[config.mk]
export PLATFORM = sky130hd
export DESIGN_NAME = hifs_top
export DESIGN_NICKNAME = d
export VERILOG_FILES = /design/src/hifs_pkg.sv /design/src/hifs_top.sv
export SDC_FILE = /design/constraint.sdc
export NUM_CORES = 1
export LEC_CHECK = 0
export BUFFER_PORTS_ARGS = -buffer_cell sky130_fd_sc_hd__buf_2
export CAP_MARGIN = 15
export CORE_MARGIN = 2
export CORE_UTILIZATION = 26
export DETAILED_ROUTE_END_ITERATION = 8
export PLACE_DENSITY_LB_ADDON = 0.15
export SYNTH_ARGS = -nofsm -noshare
export SYNTH_HDL_FRONTEND = slang
export SYNTH_SLANG_ARGS = --single-unit
[constraint.sdc]
create_clock -name core_clk -period 2.75 [get_ports core_clk]
set_input_delay 0.55 -clock core_clk [delete_from_list [all_inputs] [get_ports core_clk]]
set_output_delay 0.55 -clock core_clk [all_outputs]
set_load 0.1 [all_outputs]
[src/hifs_pkg.sv]
// Constants and types for the hall input fault supervisor
// Summary of operation
// - Status released high above upper current threshold, driven low below lower one.
// - Supply above 18V cuts both feeds, drives statuses low, zeroes mirrors.
// - Supply back in range restarts both feeds, each with blanking first.
// - Short to ground removes feed current, keeps only weak 50 uA pull-up.
// - Short-to-ground fault stays latched while the input remains loaded.
// - During short to ground, status released high-Z and mirror zeroed.
// - Input above supply minus 100mV flags short to battery: status low, mirror zero.
// - After short to battery or open input, restart once loaded again.
// - Open or battery-shorted at power-up leaves status high-Z until loaded.
// - Sleep input low over 40us enters sleep: statuses high-Z, mirrors zero.
// - Sleep pulse low up to 20us restarts latched channels, with blanking, on rise.
// - Short restart pulse leaves normally operating channels untouched.
// - Latched input open for 10ms becomes open fault; reconnect restarts with blanking.
// - Leaving sleep runs a blanking period before reporting status.
package hifs_pkg;
    localparam int CLK_MHZ = 100;
    localparam int SLEEP_MIN_US = 40;
    localparam int PULSE_MAX_US = 20;
    localparam int BLANK_US = 50;
    localparam int OPEN_MS = 10;
    localparam int SLEEP_CYC = SLEEP_MIN_US * CLK_MHZ;
    localparam int PULSE_MAX_CYC = PULSE_MAX_US * CLK_MHZ;
    localparam int BLANK_CYC = BLANK_US * CLK_MHZ;
    localparam int OPEN_CYC = OPEN_MS * 1000 * CLK_MHZ;
    localparam int CNT_W = 20;
    localparam int NCH = 2;
    typedef enum logic [2:0] {
        CH_INIT, CH_BLANK, CH_RUN, CH_SHORT_GND, CH_OPEN_BAT
    } hifs_ch_t;
endpackage

[src/hifs_top.sv]
// Two-channel hall input fault and sleep supervisor
`timescale 1ns/100ps
module hifs_top #(
    parameter int BLANK_CYC = hifs_pkg::BLANK_CYC,
    parameter int OPEN_CYC = hifs_pkg::OPEN_CYC,
    parameter int SLEEP_CYC = hifs_pkg::SLEEP_CYC,
    parameter int PULSE_MAX_CYC = hifs_pkg::PULSE_MAX_CYC
) (
    // Clock and reset
    input wire logic core_clk,
    input wire logic rst,
    // Host side
    input wire logic sleep_n,
    // Supply comparator: rail above 18V
    input wire logic supply_rail_over,
    // Per-channel analog comparators, bit 0 channel a, bit 1 channel b
    input wire logic [1:0] feed_above_high,
    input wire logic [1:0] feed_below_low,
    input wire logic [1:0] feed_short_gnd,
    input wire logic [1:0] feed_near_rail,
    input wire logic [1:0] feed_open,
    // Status pins, open drain
    output logic status_out_a_o,
    output logic status_out_a_oe,
    output logic status_out_b_o,
    output logic status_out_b_oe,
    // Analog mirror enables
    output logic current_mirror_out_a_en,
    output logic current_mirror_out_b_en,
    // Feed drive controls
    output logic [1:0] feed_supply_en,
    output logic [1:0] feed_pullup_en
);
    localparam logic [hifs_pkg::CNT_W-1:0] CNT_ONE = 20'h00001;
    // Local names for the channel states
    localparam hifs_pkg::hifs_ch_t CH_INIT = hifs_pkg::CH_INIT;
    localparam hifs_pkg::hifs_ch_t CH_BLANK = hifs_pkg::CH_BLANK;
    localparam hifs_pkg::hifs_ch_t CH_RUN = hifs_pkg::CH_RUN;
    localparam hifs_pkg::hifs_ch_t CH_SHORT_GND = hifs_pkg::CH_SHORT_GND;
    localparam hifs_pkg::hifs_ch_t CH_OPEN_BAT = hifs_pkg::CH_OPEN_BAT;

    // Sleep pulse measurement
    logic [hifs_pkg::CNT_W-1:0] low_cnt_ff, nxt_low_cnt;
    logic sleep_ff, nxt_sleep;
    logic sleep_d_ff, nxt_sleep_d;
    logic restart_pulse;
    logic wake_pulse;
    always_comb begin
        nxt_sleep_d = sleep_n;
        nxt_low_cnt = low_cnt_ff;
        nxt_sleep = sleep_ff;
        restart_pulse = 1'b0;
        wake_pulse = 1'b0;
        if (!sleep_n) begin
            if (low_cnt_ff != hifs_pkg::CNT_W'(SLEEP_CYC))
                nxt_low_cnt = low_cnt_ff + CNT_ONE;
            else
                nxt_sleep = 1'b1;
        end else begin
            nxt_low_cnt = '0;
            if (!sleep_d_ff) begin
                // Rising edge: short pulse restarts, long pulse wakes
                if (sleep_ff) begin
                    nxt_sleep = 1'b0;
                    wake_pulse = 1'b1;
                end else if (low_cnt_ff <= hifs_pkg::CNT_W'(PULSE_MAX_CYC)) begin
                    restart_pulse = 1'b1;
                end
            end
        end
    end
    always_ff @(posedge core_clk or posedge rst) begin
        if (rst) begin
            low_cnt_ff <= '0;
            sleep_ff <= 1'b0;
            sleep_d_ff <= 1'b1;
        end else begin
            low_cnt_ff <= nxt_low_cnt;
            sleep_ff <= nxt_sleep;
            sleep_d_ff <= nxt_sleep_d;
        end
    end

    // Over-voltage tracking for restart on return
    logic ov_ff, nxt_ov;
    logic ov_release;
    always_comb begin
        nxt_ov = supply_rail_over;
        ov_release = ov_ff && !supply_rail_over;
    end
    always_ff @(posedge core_clk or posedge rst) begin
        if (rst)
            ov_ff <= 1'b0;
        else
            ov_ff <= nxt_ov;
    end

    // Per-channel state machines
    hifs_pkg::hifs_ch_t st_ff [hifs_pkg::NCH];
    logic [hifs_pkg::CNT_W-1:0] cnt_ff [hifs_pkg::NCH];
    logic [1:0] level_ff;
    logic [1:0] pwrup_ff;
    logic [1:0] drive_low_ff, mir_ff, sup_ff, pu_ff;
    genvar g;
    generate
        for (g = 0; g < hifs_pkg::NCH; g++) begin : gen_ch
            hifs_pkg::hifs_ch_t nxt_st;
            logic [hifs_pkg::CNT_W-1:0] nxt_cnt;
            logic nxt_level, nxt_pwrup, nxt_low, nxt_mir, nxt_sup, nxt_pu;
            always_comb begin
                nxt_st = st_ff[g];
                nxt_cnt = cnt_ff[g];
                nxt_level = level_ff[g];
                nxt_pwrup = pwrup_ff[g];
                unique case (st_ff[g])
                    CH_INIT: begin
                        if (feed_open[g] || feed_near_rail[g]) begin
                            nxt_st = CH_OPEN_BAT;
                        end else begin
                            nxt_st = CH_BLANK;
                            nxt_cnt = '0;
                        end
                    end
                    CH_BLANK: begin
                        // Short detection masked while blanking
                        if (cnt_ff[g] == hifs_pkg::CNT_W'(BLANK_CYC - 1)) begin
                            nxt_st = CH_RUN;
                            nxt_pwrup = 1'b0;
                            nxt_level = feed_above_high[g];
                        end else begin
                            nxt_cnt = cnt_ff[g] + CNT_ONE;
                        end
                    end
                    CH_RUN: begin
                        if (feed_short_gnd[g]) begin
                            nxt_st = CH_SHORT_GND;
                            nxt_cnt = '0;
                        end else if (feed_near_rail[g] || feed_open[g]) begin
                            nxt_st = CH_OPEN_BAT;
                        end else if (feed_above_high[g]) begin
                            nxt_level = 1'b1;
                        end else if (feed_below_low[g]) begin
                            nxt_level = 1'b0;
                        end
                    end
                    CH_SHORT_GND: begin
                        // Latched while loaded; open for the window ends it
                        if (restart_pulse) begin
                            nxt_st = CH_BLANK;
                            nxt_cnt = '0;
                        end else if (feed_open[g]) begin
                            if (cnt_ff[g] == hifs_pkg::CNT_W'(OPEN_CYC - 1))
                                nxt_st = CH_OPEN_BAT;
                            else
                                nxt_cnt = cnt_ff[g] + CNT_ONE;
                        end else begin
                            nxt_cnt = '0;
                        end
                    end
                    CH_OPEN_BAT: begin
                        if (!feed_open[g] && !feed_near_rail[g]) begin
                            nxt_st = CH_BLANK;
                            nxt_cnt = '0;
                        end
                    end
                    default: nxt_st = CH_INIT;
                endcase
                // Over-voltage and sleep override, restart on exit
                // Wake outranks the sleep hold in its single cycle
                if (supply_rail_over || (sleep_ff && !wake_pulse)) begin
                    nxt_st = CH_INIT;
                end else if (ov_release || wake_pulse) begin
                    nxt_st = CH_BLANK;
                    nxt_cnt = '0;
                end
                nxt_sup = 1'b0;
                nxt_pu = 1'b0;
                nxt_mir = 1'b0;
                nxt_low = 1'b0;
                unique case (nxt_st)
                    CH_BLANK: begin
                        nxt_sup = 1'b1;
                        nxt_low = 1'b1;
                    end
                    CH_RUN: begin
                        nxt_sup = 1'b1;
                        nxt_mir = 1'b1;
                        nxt_low = !nxt_level;
                    end
                    CH_SHORT_GND: begin
                        nxt_pu = 1'b1;
                        nxt_low = 1'b0;
                    end
                    CH_OPEN_BAT: begin
                        nxt_sup = 1'b1;
                        nxt_low = !nxt_pwrup;
                    end
                    default: begin
                        nxt_sup = 1'b0;
                    end
                endcase
                // Over-voltage pulls the status low; sleep releases it
                if (supply_rail_over) begin
                    nxt_low = 1'b1;
                end else if (sleep_ff && !wake_pulse) begin
                    nxt_low = 1'b0;
                    nxt_mir = 1'b0;
                end
            end
            always_ff @(posedge core_clk or posedge rst) begin
                if (rst) begin
                    st_ff[g] <= CH_INIT;
                    cnt_ff[g] <= '0;
                    level_ff[g] <= 1'b0;
                    pwrup_ff[g] <= 1'b1;
                    drive_low_ff[g] <= 1'b0;
                    mir_ff[g] <= 1'b0;
                    sup_ff[g] <= 1'b0;
                    pu_ff[g] <= 1'b0;
                end else begin
                    st_ff[g] <= nxt_st;
                    cnt_ff[g] <= nxt_cnt;
                    level_ff[g] <= nxt_level;
                    pwrup_ff[g] <= nxt_pwrup;
                    drive_low_ff[g] <= nxt_low;
                    mir_ff[g] <= nxt_mir;
                    sup_ff[g] <= nxt_sup;
                    pu_ff[g] <= nxt_pu;
                end
            end
            // Checks per channel
            a_short_releases: assert property (@(posedge core_clk) disable iff (rst)
                st_ff[g] == CH_SHORT_GND |-> !drive_low_ff[g] && !mir_ff[g] && !sup_ff[g]
                    && pu_ff[g])
                else $error("short fault outputs wrong");
            a_ov_cuts_feed: assert property (@(posedge core_clk) disable iff (rst)
                supply_rail_over |=> !sup_ff[g] && drive_low_ff[g] && !mir_ff[g])
                else $error("over-voltage did not cut feed");
            a_short_latched: assert property (@(posedge core_clk) disable iff (rst)
                st_ff[g] == CH_SHORT_GND && !feed_open[g] && !restart_pulse
                    && !supply_rail_over && !sleep_ff |=> st_ff[g] == CH_SHORT_GND)
                else $error("short fault not held");
            a_rail_short: assert property (@(posedge core_clk) disable iff (rst)
                st_ff[g] == CH_RUN && feed_near_rail[g] && !feed_short_gnd[g]
                    && !supply_rail_over && !sleep_ff |=> drive_low_ff[g] && !mir_ff[g])
                else $error("rail short not reported");
            a_run_untouched: assert property (@(posedge core_clk) disable iff (rst)
                st_ff[g] == CH_RUN && restart_pulse && !feed_short_gnd[g]
                    && !feed_near_rail[g] && !feed_open[g] && !supply_rail_over
                    |=> st_ff[g] == CH_RUN)
                else $error("restart disturbed running channel");
            a_blank_no_short: assert property (@(posedge core_clk) disable iff (rst)
                st_ff[g] == CH_BLANK && $past(st_ff[g]) == CH_BLANK |-> drive_low_ff[g])
                else $error("status not held during blanking");
            a_reload_blanks: assert property (@(posedge core_clk) disable iff (rst)
                st_ff[g] == CH_OPEN_BAT && !feed_open[g] && !feed_near_rail[g]
                    && !supply_rail_over && !sleep_ff |=> st_ff[g] == CH_BLANK)
                else $error("reload did not restart");
            a_level_high: assert property (@(posedge core_clk) disable iff (rst)
                st_ff[g] == CH_RUN && feed_above_high[g] && !feed_short_gnd[g]
                    && !feed_near_rail[g] && !feed_open[g] && !supply_rail_over && !sleep_ff
                    |=> !drive_low_ff[g] && mir_ff[g])
                else $error("high current not reported");
            a_restart_blanks: assert property (@(posedge core_clk) disable iff (rst)
                st_ff[g] == CH_SHORT_GND && restart_pulse && !supply_rail_over
                    |=> st_ff[g] == CH_BLANK)
                else $error("restart pulse did not blank");
            a_blank_masks: assert property (@(posedge core_clk) disable iff (rst)
                st_ff[g] == CH_BLANK && feed_short_gnd[g] && !supply_rail_over && !sleep_ff
                    |=> st_ff[g] != CH_SHORT_GND)
                else $error("short seen during blanking");
            a_open_timeout: assert property (@(posedge core_clk) disable iff (rst)
                st_ff[g] == CH_SHORT_GND && feed_open[g] && !restart_pulse
                    && cnt_ff[g] == hifs_pkg::CNT_W'(OPEN_CYC - 1) && !supply_rail_over
                    && !sleep_ff |=> st_ff[g] == CH_OPEN_BAT)
                else $error("open input not registered");
            a_powerup_hiz: assert property (@(posedge core_clk) disable iff (rst)
                st_ff[g] == CH_OPEN_BAT && pwrup_ff[g] |-> !drive_low_ff[g])
                else $error("power-up open input driven");
            c_short_seen: cover property (@(posedge core_clk) st_ff[g] == CH_SHORT_GND);
            c_restart_seen: cover property (@(posedge core_clk)
                st_ff[g] == CH_SHORT_GND ##1 st_ff[g] == CH_BLANK);
        end
    endgenerate

    a_sleep_release: assert property (@(posedge core_clk) disable iff (rst)
        sleep_ff && !wake_pulse && !supply_rail_over
            |=> status_out_a_oe == 1'b0 && status_out_b_oe == 1'b0
            && !current_mirror_out_a_en && !current_mirror_out_b_en)
        else $error("sleep outputs not released");
    a_wake_blanks: assert property (@(posedge core_clk) disable iff (rst)
        wake_pulse && !supply_rail_over |=> st_ff[0] == CH_BLANK && st_ff[1] == CH_BLANK)
        else $error("wake without blanking");
    c_sleep_seen: cover property (@(posedge core_clk) sleep_ff);
    c_wake_seen: cover property (@(posedge core_clk) wake_pulse);
    c_ov_seen: cover property (@(posedge core_clk) ov_release);

    // Pin drive from registers
    always_comb begin
        status_out_a_o = 1'b0;
        status_out_b_o = 1'b0;
        status_out_a_oe = drive_low_ff[0];
        status_out_b_oe = drive_low_ff[1];
        current_mirror_out_a_en = mir_ff[0];
        current_mirror_out_b_en = mir_ff[1];
        feed_supply_en = sup_ff;
        feed_pullup_en = pu_ff;
    end
endmodule

==> results.md <==
- The number of buffers inserted by port buffering is 21.
- The clock-pin slew on the worst setup and hold paths is 0.06 ns.
- After the first detailed-routing iteration, the DRC count stood at 266.
- Yosys printed 0 warnings.
- The clock tree root driver cell is sky130_fd_sc_hd__clkbuf_16.
- The finished layout holds 815 standard cells, fillers aside.
- The achievable clock frequency is 392 MHz.
- The most instantiated flip-flop cell in the synthesis netlist is sky130_fd_sc_hd__dfrtp_1.
- For the worst setup path, the data required time is 3.01 ns.
- The signal on the critical path passes through ha_1 > or4b_1 > or4_1 > o21a_1 > nand2_1 > o21ai_0 > nor3_1.
- In this run, CTS created clock tree buffers numbering 9.
- The delay of the slowest cell on the worst path is 0.48 ns.
- The highest routing layer actually used is met4.
- Of the total power, combinational logic draws 0.167.
- In this run the static leakage power is 0.00222 uW.
- Of the total power, the share spent switching nets is 0.288.
- The time the worst path needs with I/O delays and setup is 2.55 ns.
- Clock skew on the completed layout was measured at 0.00958 ns.
- CTS built an H-tree with a depth of 3.
- The leading cell type by number of instances after synthesis is sky130_fd_sc_hd__dfrtp_1.
- For this block, wires on met1 add up to 6450 um.
- The number of global-route vias before repair came to 4285.
- STA classifies the critical path startpoint as a register.
- The global-route wire length before repair is 22200 um.
- The count of clock tree sinks is 81.
- The mapped netlist covers 0.00474 sq mm.
- The sum of net half-perimeters after detailed placement is 9090 um.
- For this run, the total global-route usage over all layers was measured as 0.141.
- The number of distinct library cell variants in the gate-level netlist after synthesis is 63.
- Ranked by total cell area, the synthesized netlist is headed by sky130_fd_sc_hd__dfrtp_1 41%, sky130_fd_sc_hd__nand2_1 4.9%, sky130_fd_sc_hd__nor2_1 4.9%.
- The fraction of the yosys area taken by sequential cells is 0.429.
- The final worst-path cycle share is 0.928.
- The final core utilization is 0.308.
- The count of cells resized by post-cts repair is 0.
- The layout cell share with drive strength beyond 1 is 0.118.
- The ratio of routed vias to standard cells is 5.26.
- The flow ran to the end, and the final reports show no timing, DRC or antenna violations.
- Max-cap violations in this run came to 0.
- The final RePlAce weighted congestion is 0.802.
- The share of power burned in registers is 0.406.
- At the pin with the least slew margin, the transition time is 0.698 ns.
- The internal power of the cells totals 2340 uW.
- The endpoint kind of the worst setup timing path is a register.
- The cell area after placement is 0.00519 sq mm.
- The number of antenna violations at the first check in global routing is 0.
- The remaining global-route overflow is 0.
- The share of power burned in the clock network is 0.427.
- Setup repair after global routing left no endpoint under its margin.
- After the last flow step, the layout net total stands at 600.
- The floorplan step set the die width to 139 um.
- The total via count in the routed design is 4284.
- The largest net degree at the start of global routing is 61.
- The y dimension of the die is 139 um.
- The die footprint is 0.0193 sq mm.
- At the later pin of the worst-skew pair, clock insertion delay measures 0.35 ns.
- Setup violations remaining at the end of the flow were counted as 0.
- The number of placed instances, taps included, is 800.
- Along the worst path, the maximum fanout reaches 9.
- The residual DRC count is 0.
- The number of pins exceeding their max-slew limit in the final report is 0.
- The number of rows in the core area is 49.
- The CTS tree is built.
- The arrival time of the worst setup path is 2.81 ns.
- The top cell type's share of synthesized area is 0.412.
- The final count of hold timing violations was 0.
- Hold repair after CTS inserted 0 buffers.
- Counting the fill cells in the layout gives 1943.
- A synthesized cell averages 8.53 sq um.
- The type of the tightest min-delay check is input port to async pin.
- The standard cell core area is 0.0179 sq mm.
- The iteration count of the initial detailed-routing pass is 5.
- For the final routed database, the setup TNS stands at 0 ns.
- The I/O pin total is 24.
- The flip-flop and latch count after synthesis is 81.
- The number of antenna diodes in the final layout is 0.
- The detail route stage leaves a number of antenna-violating nets equal to 0.
- Summed over all nets, wire length on met2 after detailed routing comes to 5840 um.
- The master of the slowest instance on the critical path is sky130_fd_sc_hd__or4b_1.
- The area growth from synthesis to layout is 16.6%.
- The finished cells cover 0.00552 sq mm.
- The number of setup buffers added after CTS is 0.
- The number of flops mapped to enable cells by yosys is 0.
- The analysis attributes to net switching a power of 946 uW.
- By startpoint and endpoint, the worst setup path is classified as register to register.
- In this run the tightest slew margin relative to its limit is 0.531.
- The share of flip-flops with an asynchronous set or reset after synthesis is 1.00.
- The cell taking the most area after synthesis is sky130_fd_sc_hd__dfrtp_1.
- The detail-routed net length per standard cell is 15.8 um.
- The clock passes through at most 2 buffers.
- The initial utilization of the core area, before any placement, comes to 0.265.
- The cell area power density is 594 mW/mm^2.
- The routed design has 12800 um of wire.
- The worst-case IR drop observed on VDD is 323 uV.
- By count the netlist is led by 78 x sky130_fd_sc_hd__dfrtp_1, 62 x sky130_fd_sc_hd__nand2_1, 62 x sky130_fd_sc_hd__nor2_1.
- In the detailed route, the total length drawn on met3 is 354 um.
- After technology mapping, the gate count stands at 555.
cell usage in the layout (no fill, tap or decap), types with 3 or more instances in the layout:
cell type and n:
sky130_fd_sc_hd__buf_4 20, sky130_fd_sc_hd__nand4_1 15, sky130_fd_sc_hd__or4_1 6, sky130_fd_sc_hd__ha_1 4
sky130_fd_sc_hd__nor4_1 9, sky130_fd_sc_hd__a211oi_1 6, sky130_fd_sc_hd__a22oi_1 3, sky130_fd_sc_hd__o21a_1 5
sky130_fd_sc_hd__a31oi_1 19, sky130_fd_sc_hd__o211ai_1 3, sky130_fd_sc_hd__and4_1 6, sky130_fd_sc_hd__and3_1 11
sky130_fd_sc_hd__nand3b_1 10, sky130_fd_sc_hd__bufinv_16 3, sky130_fd_sc_hd__a21oi_1 35, sky130_fd_sc_hd__a311oi_1 8
sky130_fd_sc_hd__or3_1 3, sky130_fd_sc_hd__buf_2 21, sky130_fd_sc_hd__dfrtp_1 78, sky130_fd_sc_hd__nor2_1 61
sky130_fd_sc_hd__xor2_1 15, sky130_fd_sc_hd__nand4b_1 7, sky130_fd_sc_hd__xnor2_1 5, sky130_fd_sc_hd__nand3_1 38
sky130_fd_sc_hd__clkbuf_16 9, sky130_fd_sc_hd__o21ai_0 17, sky130_fd_sc_hd__dfstp_2 3, sky130_fd_sc_hd__nand2_1 62
sky130_fd_sc_hd__nor2b_1 5, sky130_fd_sc_hd__nor3_1 22, sky130_fd_sc_hd__o21ai_1 3, sky130_fd_sc_hd__inv_1 17
sky130_fd_sc_hd__nand2b_1 3, sky130_fd_sc_hd__a21o_1 4, sky130_fd_sc_hd__a41oi_1 4
stage by stage:
stage               hold slack, ns  worst slack (ns)  power, uW
floorplan                    0.437             0.125       1740
global placement             0.453             0.296       1900
detailed placement           0.451             0.252       1910
CTS                          0.200             0.209       3330
global route                 0.215            0.0178       3460
finish                       0.183             0.198       3280
flip-flops by register name, indices dropped and copies added (netlist names), 2 cells and up:
signal and cells:
cnt_ff 40, feed_pullup_en 2, feed_supply_en 2, level_ff 2, low_cnt_ff 20, pwrup_ff 2, st_ff 6
critical path, delay by kind of cell (launching register included):
family | cells | cell delay, ns
AO/OA/AOI/OAI | 2 | 0.36
adder cells (fa/ha/maj) | 1 | 0.29
flip-flops | 1 | 0.40
AND/OR/NAND/NOR | 4 | 1.41
worst paths after layout:
| check | from | end | slack [ns] | cells after the start |
|---|---|---|---|---|
| worst max-delay path | cnt_ff[0] | cnt_ff[4] | 0.20 | 7 |
| worst min-delay path | rst | cnt_ff[10] | 0.18 | 2 |
| worst max register to register | cnt_ff[0] | cnt_ff[4] | 0.20 | 7 |
| worst min register to register | pwrup_ff[0] | pwrup_ff[0] | 0.46 | 2 |
| max in group asynchronous | rst | sleep_d_ff | 1.85 | 3 |
| min in group core_clk | supply_rail_over | ov_ff | 0.44 | 1 |
power groups by stage:
stage	Sequential [uW]	Clock (uW)	Combinational (uW)
3_3_place_gp	1350	0	551
3_5_place_dp	1350	0	553
6_report	1330	1400	549
2_1_floorplan	1390	0	353
4_1_cts	1330	1450	555
5_1_grt	1340	1500	614
cells by family (layout without fill, tap and decap cells):
logic type      Yosys count  after routing  synth area share
xor+xnor                 20             20            0.0370
other cells               1              2          0.000792
mux                       2              2           0.00423
simple gates            276            276             0.303
flops                    81             81             0.429
buf+inv                  45             75            0.0394
compound gates          126            126             0.176
fa+ha+maj                 4              4            0.0106
final cells by class:
class                   instances  area, sq um  area share
well taps                     229          287      0.0519
clock buffers                  12          246      0.0446
inverters                      18         68.8      0.0125
flip-flops and latches         81         2030       0.368
clock inverters                 3         90.1      0.0163
multi-input cells             430         2520       0.457
repair buffers                 42          275      0.0498
routing by layer:
metal,up-vias,track usage
met5,-,0
met2,57,0.225
met3,15,0.0304
met4,0,0.0478
li1,2099,-
met1,2113,0.191
No activity file was read; power rests on OpenSTA's default activity.
